[config.mk]
export PLATFORM = sky130hd
export DESIGN_NAME = svm_bank
export DESIGN_NICKNAME = d
export VERILOG_FILES = /design/src/hdl/svm_pkg.sv /design/src/hdl/svm_vid_join.sv /design/src/hdl/svm_meter_gate.sv /design/src/hdl/svm_bank.sv
export SDC_FILE = /design/constraint.sdc
export NUM_CORES = 1
export LEC_CHECK = 0
export BUFFER_PORTS_ARGS = -buffer_cell sky130_fd_sc_hd__clkbuf_2
export CAP_MARGIN = 15
export CORE_AREA = 2 2 169 171
export CTS_CLUSTER_DIAMETER = 40
export DETAILED_ROUTE_END_ITERATION = 8
export DIE_AREA = 0 0 171 173
export PLACE_DENSITY = 0.84
export SYNTH_ARGS = -nofsm -noshare
export SYNTH_HDL_FRONTEND = slang
export SYNTH_SLANG_ARGS = --single-unit
[constraint.sdc]
create_clock -name sys_clk_in -period 3.9 [get_ports sys_clk_in]
set_input_delay 0.195 -clock sys_clk_in [delete_from_list [all_inputs] [get_ports sys_clk_in]]
set_output_delay 0.195 -clock sys_clk_in [all_outputs]
set_load 0.01 [all_outputs]
[src/hdl/svm_pkg.sv]
// constants for the vlan and meter configuration bank
package svm_pkg;
  localparam int AW = 8;
  localparam int DW = 16;
  localparam logic [AW-1:0] OFS_RSV_A_FIRST = 8'h23;
  localparam logic [AW-1:0] OFS_RSV_A_LAST = 8'h27;
  localparam logic [AW-1:0] OFS_P0_VID_HI = 8'h28;
  localparam logic [AW-1:0] OFS_P1_VID_HI = 8'h29;
  localparam logic [AW-1:0] OFS_P2_VID_HI = 8'h2a;
  localparam logic [AW-1:0] OFS_P34_VID_HI = 8'h2b;
  localparam logic [AW-1:0] OFS_P5_SHIFT_DA = 8'h2c;
  localparam logic [AW-1:0] OFS_RSV_B = 8'h2d;
  localparam logic [AW-1:0] OFS_RSV_C = 8'h2e;
  localparam logic [AW-1:0] OFS_RESTART = 8'h2f;
  localparam logic [AW-1:0] OFS_MISC = 8'h30;
  localparam logic [AW-1:0] OFS_METER = 8'h31;
  localparam logic [DW-1:0] RST_ZERO = 16'h0000;
  localparam logic [DW-1:0] RST_RSV_B = 16'h4442;
  localparam logic [DW-1:0] RST_SHIFT_DA = 16'hb000;
  localparam logic [DW-1:0] RST_MISC = 16'h0987;
  localparam logic [DW-1:0] RESTART_CMD = 16'h0000;
  localparam int SHIFT_LSB = 8;
  localparam int DA_FWD_HI_RANGE = 12;
  localparam int DA_FWD_LO_RANGE = 13;
  localparam int DA_FWD_01 = 14;
  localparam int DA_FWD_00 = 15;
  localparam int MISC_CLONE_HI = 5;
  localparam int MISC_MII_DOUBLE = 6;
  localparam int MISC_DUAL_HUB = 9;
  localparam int MISC_P4_LED = 12;
  localparam int METER_FIELD_W = 4;
  localparam int NPORTS = 6;
  localparam int NMETER = 4;
  localparam logic [39:0] RSV_DA_PREFIX = 40'h0180c20000;
  localparam logic [7:0] DA_LAST_00 = 8'h00;
  localparam logic [7:0] DA_LAST_01 = 8'h01;
  localparam logic [7:0] DA_LAST_0F = 8'h0f;
  localparam logic [7:0] DA_LAST_10 = 8'h10;
  // group membership bit positions of ports 0..5
  localparam int GRP_BIT [NPORTS] = '{0, 2, 4, 6, 7, 8};
  localparam int RATE_W = 17;
  // meter rate in kbit/s for threshold codes 0..7
  function automatic logic [RATE_W-1:0] svm_rate_kbps(input logic [2:0] code);
    case (code)
      3'h0: svm_rate_kbps = 17'h00100;
      3'h1: svm_rate_kbps = 17'h00200;
      3'h2: svm_rate_kbps = 17'h003e8;
      3'h3: svm_rate_kbps = 17'h007d0;
      3'h4: svm_rate_kbps = 17'h01388;
      3'h5: svm_rate_kbps = 17'h02710;
      3'h6: svm_rate_kbps = 17'h04e20;
      default: svm_rate_kbps = 17'h0c350;
    endcase
  endfunction
endpackage

[src/hdl/svm_vid_join.sv]
// joins the high and low default vlan id parts of one port
module svm_vid_join import svm_pkg::*; (
  input wire logic sys_clk_in,
  input wire logic nrst_in,
  input wire logic [7:0] vid_hi_in,
  input wire logic [3:0] vid_lo_in,
  output logic [11:0] vid_out
);
  typedef struct packed {
    logic [11:0] vid;
  } svm_vj_t;
  svm_vj_t s_q;
  svm_vj_t s_d;
  always_comb begin
    s_d = s_q;
    s_d.vid = {vid_hi_in, vid_lo_in};
  end
  always_ff @(posedge sys_clk_in or negedge nrst_in) begin
    if (!nrst_in) begin
      s_q <= '0;
    end else begin
      s_q <= s_d;
    end
  end
  assign vid_out = s_q.vid;
endmodule

[src/hdl/svm_meter_gate.sv]
// per-port meter threshold, gated by the port's bandwidth enable
module svm_meter_gate import svm_pkg::*; (
  input wire logic sys_clk_in,
  input wire logic nrst_in,
  input wire logic [METER_FIELD_W-1:0] field_in,
  input wire logic enable_in,
  output logic [RATE_W-1:0] rate_kbps_out,
  output logic active_out,
  output logic count_len_out
);
  typedef struct packed {
    logic [RATE_W-1:0] rate;
    logic active;
    logic count_len;
  } svm_mg_t;
  svm_mg_t s_q;
  svm_mg_t s_d;
  always_comb begin
    s_d = s_q;
    s_d.active = enable_in;
    s_d.rate = enable_in ? svm_rate_kbps(field_in[2:0]) : '0;
    s_d.count_len = !field_in[3];
  end
  always_ff @(posedge sys_clk_in or negedge nrst_in) begin
    if (!nrst_in) begin
      s_q <= '0;
    end else begin
      s_q <= s_d;
    end
  end
  assign rate_kbps_out = s_q.rate;
  assign active_out = s_q.active;
  assign count_len_out = s_q.count_len;
endmodule

[src/hdl/svm_bank.sv]
// vlan, reserved address, restart, misc and meter configuration bank
module svm_bank import svm_pkg::*; (
  input wire logic sys_clk_in,
  input wire logic nrst_in,
  input wire logic [AW-1:0] addr_in,
  input wire logic [DW-1:0] wdata_in,
  input wire logic wr_in,
  input wire logic rd_in,
  output logic [DW-1:0] rdata_out,
  input wire logic [NPORTS*4-1:0] port_vid_low_in,
  input wire logic [8:0] group_map_in,
  input wire logic [11:0] frame_vid_in,
  input wire logic [47:0] dest_addr_in,
  input wire logic dest_valid_in,
  input wire logic clone_bit0_in,
  input wire logic [NMETER-1:0] bw_enable_in,
  input wire logic col_10m_in,
  input wire logic col_100m_in,
  input wire logic [1:0] port_col_in,
  output logic [NPORTS*12-1:0] port_default_vlan_id_out,
  output logic [NPORTS-1:0] group_ports_out,
  output logic [3:0] vlan_group_key_out,
  output logic dest_result_valid_out,
  output logic dest_reserved_out,
  output logic dest_forward_out,
  output logic transceiver_restart_out,
  output logic mii_speed_double_out,
  output logic [1:0] collision_indicator_led_out,
  output logic port4_led_mode_out,
  output logic [1:0] clone_mode_out,
  output logic [11:0] vlan_identifier_learning_key_out,
  output logic [NMETER*RATE_W-1:0] meter_rate_kbps_out,
  output logic [NMETER-1:0] meter_active_out,
  output logic [NMETER-1:0] count_len_out
);
  localparam int NRSV_A = 5;
  typedef struct packed {
    logic [NRSV_A-1:0][DW-1:0] rsv_a;
    logic [3:0][7:0] vid_hi;
    logic [7:0] vid_hi_p4;
    logic [DW-1:0] shift_da;
    logic [DW-1:0] rsv_b;
    logic [DW-1:0] rsv_c;
    logic [DW-1:0] restart;
    logic [DW-1:0] misc;
    logic [DW-1:0] meter;
    logic [DW-1:0] rdata;
    logic restart_p;
    logic res_valid;
    logic res_rsv;
    logic res_fwd;
    logic [NPORTS-1:0] grp;
    logic [3:0] key;
    logic [1:0] led;
    logic [11:0] learn_key;
    logic clone0;
  } svm_bank_t;

  svm_bank_t s_q;
  svm_bank_t s_d;
  logic [NPORTS-1:0][7:0] vid_hi_all;
  logic [NPORTS*12-1:0] vid_all;
  logic [AW-1:0] rsv_idx;

  assign vid_hi_all = {s_q.shift_da[7:0], s_q.vid_hi_p4, s_q.vid_hi[3], s_q.vid_hi[2],
                       s_q.vid_hi[1], s_q.vid_hi[0]};
  assign rsv_idx = addr_in - OFS_RSV_A_FIRST;

  always_comb begin
    logic [7:0] last;
    logic [11:0] shifted;
    last = dest_addr_in[7:0];
    shifted = '0;
    s_d = s_q;
    s_d.restart_p = 1'b0;
    s_d.rdata = '0;
    if (wr_in) begin
      case (addr_in)
        OFS_P0_VID_HI: s_d.vid_hi[0] = wdata_in[7:0];
        OFS_P1_VID_HI: s_d.vid_hi[1] = wdata_in[7:0];
        OFS_P2_VID_HI: s_d.vid_hi[2] = wdata_in[7:0];
        OFS_P34_VID_HI: begin
          s_d.vid_hi[3] = wdata_in[7:0];
          s_d.vid_hi_p4 = wdata_in[15:8];
        end
        OFS_P5_SHIFT_DA: s_d.shift_da = wdata_in;
        OFS_RSV_B: s_d.rsv_b = wdata_in;
        OFS_RSV_C: s_d.rsv_c = wdata_in;
        OFS_RESTART: begin
          s_d.restart = wdata_in;
          s_d.restart_p = (wdata_in == RESTART_CMD);
        end
        OFS_MISC: s_d.misc = wdata_in;
        OFS_METER: s_d.meter = wdata_in;
        default: begin
          if (addr_in >= OFS_RSV_A_FIRST && addr_in <= OFS_RSV_A_LAST) begin
            s_d.rsv_a[rsv_idx[2:0]] = wdata_in;
          end
        end
      endcase
    end
    if (rd_in) begin
      case (addr_in)
        OFS_P0_VID_HI: s_d.rdata = {8'h00, s_q.vid_hi[0]};
        OFS_P1_VID_HI: s_d.rdata = {8'h00, s_q.vid_hi[1]};
        OFS_P2_VID_HI: s_d.rdata = {8'h00, s_q.vid_hi[2]};
        OFS_P34_VID_HI: s_d.rdata = {s_q.vid_hi_p4, s_q.vid_hi[3]};
        OFS_P5_SHIFT_DA: s_d.rdata = s_q.shift_da;
        OFS_RSV_B: s_d.rdata = s_q.rsv_b;
        OFS_RSV_C: s_d.rdata = s_q.rsv_c;
        OFS_RESTART: s_d.rdata = s_q.restart;
        OFS_MISC: s_d.rdata = s_q.misc;
        OFS_METER: s_d.rdata = s_q.meter;
        default: begin
          if (addr_in >= OFS_RSV_A_FIRST && addr_in <= OFS_RSV_A_LAST) begin
            s_d.rdata = s_q.rsv_a[rsv_idx[2:0]];
          end
        end
      endcase
    end
    // group membership: pick the six port bits out of the nine-bit word
    for (int p = 0; p < NPORTS; p++) begin
      s_d.grp[p] = group_map_in[GRP_BIT[p]];
    end
    shifted = frame_vid_in >> s_q.shift_da[SHIFT_LSB +: 3];
    s_d.key = shifted[3:0];
    // reserved destination classification, one result per valid address
    s_d.res_valid = dest_valid_in;
    s_d.res_rsv = 1'b0;
    s_d.res_fwd = 1'b1;
    if (dest_valid_in && dest_addr_in[47:8] == RSV_DA_PREFIX) begin
      s_d.res_rsv = 1'b1;
      if (last == DA_LAST_00) begin
        s_d.res_fwd = s_q.shift_da[DA_FWD_00];
      end else if (last == DA_LAST_01) begin
        s_d.res_fwd = s_q.shift_da[DA_FWD_01];
      end else if (last <= DA_LAST_0F) begin
        s_d.res_fwd = s_q.shift_da[DA_FWD_LO_RANGE];
      end else begin
        s_d.res_fwd = s_q.shift_da[DA_FWD_HI_RANGE];
      end
    end
    // dual hub mode: led 0 tracks 10M collisions, led 1 tracks 100M
    if (s_q.misc[MISC_DUAL_HUB]) begin
      s_d.led = {col_100m_in, col_10m_in};
    end else begin
      s_d.led = port_col_in;
    end
    // registered so every bank output leaves a flop, at one cycle of latency
    s_d.clone0 = clone_bit0_in;
    // either clone enable bit turns on vlan-keyed learning
    if (clone_bit0_in || s_q.misc[MISC_CLONE_HI]) begin
      s_d.learn_key = frame_vid_in;
    end else begin
      s_d.learn_key = '0;
    end
  end

  always_ff @(posedge sys_clk_in or negedge nrst_in) begin
    if (!nrst_in) begin
      s_q <= '0;
      s_q.shift_da <= RST_SHIFT_DA;
      s_q.rsv_b <= RST_RSV_B;
      s_q.restart <= RST_ZERO;
      s_q.misc <= RST_MISC;
      s_q.meter <= RST_ZERO;
      s_q.res_fwd <= 1'b1;
    end else begin
      s_q <= s_d;
    end
  end

  // the low nibble comes from each port's own configuration register
  for (genvar p = 0; p < NPORTS; p++) begin : g_vid
    svm_vid_join u_join (
      .sys_clk_in(sys_clk_in),
      .nrst_in(nrst_in),
      .vid_hi_in(vid_hi_all[p]),
      .vid_lo_in(port_vid_low_in[p*4 +: 4]),
      .vid_out(vid_all[p*12 +: 12])
    );
  end

  for (genvar m = 0; m < NMETER; m++) begin : g_meter
    svm_meter_gate u_gate (
      .sys_clk_in(sys_clk_in),
      .nrst_in(nrst_in),
      .field_in(s_q.meter[m*METER_FIELD_W +: METER_FIELD_W]),
      .enable_in(bw_enable_in[m]),
      .rate_kbps_out(meter_rate_kbps_out[m*RATE_W +: RATE_W]),
      .active_out(meter_active_out[m]),
      .count_len_out(count_len_out[m])
    );
  end

  assign port_default_vlan_id_out = vid_all;
  assign rdata_out = s_q.rdata;
  assign group_ports_out = s_q.grp;
  assign vlan_group_key_out = s_q.key;
  assign dest_result_valid_out = s_q.res_valid;
  assign dest_reserved_out = s_q.res_rsv;
  assign dest_forward_out = s_q.res_fwd;
  assign transceiver_restart_out = s_q.restart_p;
  // only a level to the mii clock logic; the clock itself lives elsewhere
  assign mii_speed_double_out = s_q.misc[MISC_MII_DOUBLE];
  assign collision_indicator_led_out = s_q.led;
  assign port4_led_mode_out = s_q.misc[MISC_P4_LED];
  assign clone_mode_out = {s_q.misc[MISC_CLONE_HI], s_q.clone0};
  assign vlan_identifier_learning_key_out = s_q.learn_key;
endmodule

==> impl_metrics.py, run 1 <==
metrics = {
    "clock_network": {
        "clock-sinks": 393,
        "cts-buffers-inserted": 45,
        "clk_pin_slew_worst_paths_ps": 60,
        "clockBufferDepth": 3,
        "postCtsSetupBuffers": 0,
        "hold_buffers": 58,
        "htree_levels": 2,
        "cts_tree": "done",
        "worstSkewPairLatency_ps": 570,
        "cts_root_buffer": "clkbuf_16",
        "cts_resized": 0,
    },
    "route": {
        "postRouteAntennaNets": 0,
        "drc_errors": 0,
        "first_iter_violations": 1327,
        "num_vias": 11535,
        "routedWlPerCell_um": 23.4,
        "firstDrtPassIters": 6,
        "vias_per_cell": 5.96,
        "totalWireLength_um": 45200,
    },
    "die": {
        "row_count": 61,
        "ioPinCount": 327,
        "die_w_um": 171,
        "dieArea_sq_um": 29600,
        "die_y_um": 173,
        "core_area_sq_um": 27600,
        "start_util_pct": 58.5,
    },
    "final_layout": {
        "drive_gt1_share_pct": 42.4,
        "fin_util_pct": 71.6,
        "layout.nets": 1654,
        "synthToLayoutAreaGrowth_pct": 22.4,
        "final_cell_mix": "379 x dfrtp_1, 306 x clkbuf_2, 212 x mux2_2",
        "layout_commonest_cell": "dfrtp_1",
        "num-fill-cells": 1734,
    },
    "global_route": {
        "grt_use_total_pct": 30.5,
        "grt_max_degree": 116,
        "grt_pass1_wl_um": 69100,
        "grt_pass1_vias": 11863,
        "antenna_found_initial": 4,
        "grt-ovfl-total": 0,
    },
    "logic_synthesis": {
        "ys_ff_latch": 393,
        "syn_inst": 1215,
        "synth_top_area_share_pct": 58.7,
        "yosys_warnings": 0,
        "synthArstFlopShare_pct": 100,
        "syn_avg_cell_area_sq_um": 13.3,
        "synth_seq_area_share_pct": 61.0,
        "yosys-top-cells-area": "dfrtp_1 59%, mux2_2 15%, buf_4 3.1%",
        "ys.flop_type": "dfrtp_1",
        "netlist_area_sq_um": 16200,
        "synth_cell_types": 58,
        "synth_edf_count": 0,
        "synth_top_area_cell": "dfrtp_1",
    },
    "pwr": {
        "ir_drop_uv": 331,
        "powerDensity_nw_per_um2": 474,
        "leakage_nw": 9.89,
    },
    "setup_path": {
        "critPathLaunchType": "input pin",
        "crit_path_end_kind": "register",
        "r2r_cells": 5,
        "crit_type": "input pin to register",
        "crit_chain": "dlygate4sd3_1 > clkbuf_2 > nor2_1 > dlygate4sd3_1 > nand4_1 > dlygate4sd3_1 > nor3_1 > dlygate4sd3_1 > nand2_1",
        "crit_required_ps": 4360,
        "crit_fanout": 2,
        "crit_buf_inv": 5,
        "cp_top_family": "buffers and inverters",
        "crit_path_frequent_cell": "dlygate4sd3_1",
        "slowest_delay_ps": 580,
        "cp.arrival_ps": 2920,
        "worst_path_max_delay_cell": "dlygate4sd3_1",
        "worst-path-stages": 9,
    },
    "sta": {
        "post-route-min-period_ps": 2450,
        "skew_ps": 36.0,
        "grt_setup_unrepaired": "false",
        "hold_viol": 0,
        "finalMaxSlewViolations": 0,
        "tns_ps": 0,
        "tightest_slew_ps": 1060,
        "whs_ps": 135,
        "slew_headroom_pct": 29.1,
        "max_freq_ghz": 0.407,
        "finalCritPeriodShare_pct": 62.9,
        "setup_viol_count_final": 0,
    },
    "placement": {
        "hpwl_um": 27700,
        "routabilityCongestion": 0.910,
        "portBuffers": 307,
    },
    "job": {
        "drv_cap": 0,
    },
    "hold_path": {
        "min_delay_path_depth": 2,
        "hold_path_class": "input pin to register",
    },
    "outcome": {
        "status": "completed",
    },
}
-- area by class of cell --
type	count	area, sq um	area share, %
multi-input combinational	670	5470	27.7
tap	378	473	2.39
clock buffer	53	1190	6.00
sequential	393	9850	49.8
clock inverter	30	354	1.79
antenna	3	7.51	0.0380
inverter	19	71.3	0.361
timing repair buffer	389	2360	11.9
-- flip-flops by register name, summed over array words and instances (netlist names) --
name,count
mii_speed_double_out,1
g_meter.u_gate.active_out,4
port4_led_mode_out,1
dest_forward_out,1
rdata_out,16
transceiver_restart_out,1
g_meter.u_gate.rate_kbps_out,52
vlan_identifier_learning_key_out,12
vlan_group_key_out,4
dest_reserved_out,1
dest_result_valid_out,1
g_vid.u_join.vid_out,72
s_q,213
group_ports_out,6
g_meter.u_gate.count_len_out,4
clone_mode_out,2
collision_indicator_led_out,2
-- stage by stage --
step | total power, mW | setup slack [ps] | std cells | cell area, sq um
after floorplan | 4.76 | 1210 | 1230 | 16200
after global placement | 5.06 | 1140 | 1791 | 17600
after detailed placement | 5.09 | 1060 | 1791 | 17600
after CTS | 9.39 | 1460 | 1932 | 19800
after global routing | 9.68 | 1360 | 1935 | 19800
final | 9.38 | 1450 | 1935 | 19800
-- worst register-to-register path: cells and delay by family, from the launching register on --
kind | cells | cell delay, ps
flops | 1 | 410
compound gates | 4 | 1030
simple gates | 1 | 360
-- cells in the mapped netlist (10+ instances only) --
cell type / n
a21oi_1: 39
nor3_1: 10
mux2i_1: 34
mux2_4: 10
dfstp_2: 14
o22ai_1: 17
nand3_1: 29
dfrtp_1: 379
nor2b_1: 22
buf_4: 66
nor2_1: 46
mux2_2: 212
inv_1: 19
clkbuf_1: 65
nand2_1: 44
a31oi_1: 10
nor4_1: 11
o21ai_0: 17
a22oi_1: 34
-- report_power, final --
| part | internal (mW) | switching, mW |
|---|---|---|
| sequential | 4.25 | 0.114 |
| clock | 2.46 | 1.83 |
| combinational | 0.300 | 0.429 |
| total | 7.01 | 2.37 |
-- kinds of logic after synthesis --
group                      count (synthesis)  share of synthesized area [%]
AOI/OAI and AO/OA                        164                           6.82
buffers and inverters                    167                           5.51
muxes                                    264                           18.9
adders and majority gates                  5                          0.387
other                                      1                         0.0232
DFF                                      393                           61.0
and+or+nand+nor                          216                           7.09
xor gates and xnor gates                   5                          0.271
-- path summary, 6_finish.rpt --
check	startpoint	end	slack, ps
worst max-delay path	dest_addr_in[16]	dest_forward_out$_DFF_PN1_	1450
worst min-delay path	wdata_in[14]	s_q[243]$_DFFE_PN0P_	140
worst max register to register	s_q[173]$_DFFE_PN0P_	rdata_out[0]$_DFF_PN0_	1950
worst min register to register	s_q[176]$_DFFE_PN0P_	g_vid[3].u_join.vid_out[7]$_DFF_PN0_	390
max in group asynchronous	nrst_in	s_q[237]$_DFFE_PN0P_	2500
min in group asynchronous	nrst_in	s_q[217]$_DFFE_PN0P_	300
-- routing by layer --
| layer | wire (um) | track usage, % |
|---|---|---|
| met5 | 13 | 0 |
| met2 | 22200 | 49.5 |
| met4 | 2650 | 16.9 |
| met3 | 3900 | 7.78 |
| met1 | 16400 | 37.2 |
Power figures use the tool's default switching activity.
==> run 2: changes to the inputs <==
--- a/config.mk
+++ b/config.mk
@@ -7,11 +7,11 @@
 export LEC_CHECK = 0
 export BUFFER_PORTS_ARGS = -buffer_cell sky130_fd_sc_hd__clkbuf_2
 export CAP_MARGIN = 15
-export CORE_AREA = 2 2 169 171
+export CORE_AREA = 2 2 183 185
 export CTS_CLUSTER_DIAMETER = 40
 export DETAILED_ROUTE_END_ITERATION = 8
-export DIE_AREA = 0 0 171 173
-export PLACE_DENSITY = 0.84
+export DIE_AREA = 0 0 185 187
+export PLACE_DENSITY = 0.76
 export SYNTH_ARGS = -nofsm -noshare
 export SYNTH_HDL_FRONTEND = slang
 export SYNTH_SLANG_ARGS = --single-unit
==> constraint.sdc (replaced) <==
create_clock -name sys_clk_in -period 2.19 [get_ports sys_clk_in]
set_input_delay 0.1095 -clock sys_clk_in [delete_from_list [all_inputs] [get_ports sys_clk_in]]
set_output_delay 0.1095 -clock sys_clk_in [all_outputs]
set_load 0.01 [all_outputs]
==> run 2 against run 1 <==
Net effect: routed wire length decreased by 2.3%; combinational power increased by 82%; setup slack got worse by 1300 ps; largest cell class unchanged; first-iteration DRC count decreased by 38%; largest power group unchanged.
==> impl_metrics.py, run 2 (synthesis results as in run 1) <==
metrics = {
    "final_layout": {
        "regMostFlops": "s_q",
        "largest_reg_flops": 213,
        "multi_input_area_sq_um": 5480,
        "final_cell_mix": "379 x dfrtp_1, 306 x clkbuf_2, 212 x mux2_2",
        "stdcell_count": 2058,
        "layout_commonest_cell": "dfrtp_1",
        "num-fill-cells": 2442,
        "drive_gt1_share_pct": 44.1,
        "regArea_sq_um": 9850,
        "synthToLayoutAreaGrowth_pct": 25.9,
        "layout.nets": 1708,
    },
    "sta": {
        "tightest_slew_ps": 654,
        "whs_ps": 55.0,
        "slew_headroom_pct": 55.9,
        "max_freq_ghz": 0.500,
        "hold_viol": 0,
        "tns_ps": 0,
        "setup_ws_ps": 189,
        "grt_setup_unrepaired": "false",
        "finalMaxSlewViolations": 0,
        "setup_viol_count_final": 0,
        "finalCritPeriodShare_pct": 91.4,
        "post-route-min-period_ps": 2000,
        "skew_ps": 25.3,
    },
    "setup_path": {
        "crit_buf_inv": 4,
        "crit_required_ps": 2650,
        "cp_top_family": "buffers and inverters",
        "critPathLaunchType": "input pin",
        "crit_chain": "dlygate4sd3_1 > clkbuf_2 > nor4b_2 > dlygate4sd3_1 > nand3_1 > dlygate4sd3_1 > nor3_1 > nand2_1",
        "crit_path_frequent_cell": "dlygate4sd3_1",
        "crit_fanout": 2,
        "crit_type": "input pin to register",
        "regToRegSetupSlack_ps": 580,
        "slowest_delay_ps": 580,
        "cp.arrival_ps": 2460,
        "worst_path_max_delay_cell": "dlygate4sd3_1",
        "crit_path_end_kind": "register",
    },
    "route": {
        "postRouteAntennaNets": 0,
        "num_vias": 11366,
        "drc_errors": 0,
        "firstDrtPassIters": 5,
        "routedWlPerCell_um": 21.5,
        "vias_per_cell": 5.52,
        "totalWireLength_um": 44200,
        "first_iter_violations": 826,
    },
    "placement": {
        "hpwl_um": 29500,
        "portBuffers": 307,
        "routabilityCongestion": 0.907,
        "place_ws_ps": 24.2,
        "placed_cells": 1912,
    },
    "global_route": {
        "grt_pass1_vias": 11542,
        "grt_max_degree": 67,
        "grt_use_total_pct": 25.2,
        "antenna_found_initial": 5,
        "grt-ovfl-total": 0,
        "grt_pass1_wl_um": 66500,
    },
    "clock_network": {
        "cts_root_buffer": "clkbuf_16",
        "clockBufferDepth": 3,
        "postCtsSetupBuffers": 0,
        "clock-sinks": 393,
        "htree_levels": 2,
        "cts_tree": "done",
        "clk_pin_slew_worst_paths_ps": 60,
        "cts-buffers-inserted": 43,
        "worstSkewPairLatency_ps": 570,
    },
    "pwr": {
        "swShare_pct": 23.8,
        "clkPwrFrac_pct": 45.6,
        "p_sw_mw": 3.98,
        "combPwrFrac_pct": 7.9,
        "seq_power_share_pct": 46.5,
        "p_int_mw": 12.7,
        "ir_drop_uv": 530,
        "fin_total_pwr_mw": 16.7,
        "powerDensity_nw_per_um2": 823,
        "leakage_nw": 10.2,
    },
    "outcome": {
        "status": "completed",
    },
    "die": {
        "ioPinCount": 327,
        "die_y_um": 187,
        "dieArea_sq_um": 34600,
        "die_w_um": 185,
        "row_count": 67,
        "start_util_pct": 49.2,
        "core_area_sq_um": 32900,
    },
    "job": {
        "drv_cap": 0,
    },
    "hold_path": {
        "hold_path_class": "input pin to register",
    },
}
run 2: timing repair:
item                                    in CTS  in global routing
hold buffers                                63                  0
hold endpoints to repair                   253                  0
gates resized for setup                      0                  1
endpoints found under the setup margin       0                  1
run 2: worst reg2reg max path: cells and delay by family (launching register included):
family | cells | cell delay (ps)
DFF | 1 | 750
muxes | 1 | 440
AOI/OAI and AO/OA | 2 | 280
run 2: cell type report:
class | count | area share [%]
tap | 448 | 2.76
sequential | 393 | 48.4
inverter | 19 | 0.351
clock buffer | 51 | 5.59
multi-input combinational | 670 | 27.0
antenna | 5 | 0.0615
clock inverter | 27 | 1.89
timing repair buffer | 445 | 14.0
run 2: final timing paths:
path / startpoint / end / cells after the start
setup / recovery: dest_addr_in[36] / dest_forward_out$_DFF_PN1_ / 8
hold / removal: wdata_in[14] / s_q[211]$_DFFE_PN0P_ / 2
setup reg to reg: s_q[133]$_DFFE_PN0P_ / vlan_group_key_out[3]$_DFF_PN0_ / 3
hold reg to reg: s_q[169]$_DFFE_PN0P_ / g_vid[2].u_join.vid_out[8]$_DFF_PN0_ / 0
max in group asynchronous: nrst_in / dest_forward_out$_DFF_PN1_ / 3
min in group asynchronous: nrst_in / g_vid[0].u_join.vid_out[3]$_DFF_PN0_ / 2
run 2: stage by stage:
| step | utilization (%) | instance area [sq um] |
|---|---|---|
| finish | 61.9 | 20300 |
| global route | 61.9 | 20300 |
| CTS | 61.8 | 20300 |
| detailed placement | 55.3 | 18200 |
| global placement | 55.3 | 18200 |
| floorplan | - | 16200 |
run 2: power by group through the flow:
stage	logic (mW)	clock network [mW]	registers [mW]
floorplan	0.636	0	7.85
finish	1.33	7.63	7.77
detailed placement	1.22	0	7.89
CTS	1.32	7.72	7.76
global route	1.44	8.03	7.79
global placement	1.19	0	7.87
run 2: routing by layer:
| metal | part of all wire [%] | track usage, % | wire, um | vias up |
|---|---|---|---|---|
| met2 | 51 | 42.9 | 22500 | 502 |
| met5 | 0 | 0 | 0 | - |
| li1 | - | - | - | 4974 |
| met1 | 38 | 31.2 | 17000 | 5804 |
| met3 | 6.4 | 4.21 | 2840 | 86 |
| met4 | 4.1 | 12.4 | 1790 | 0 |
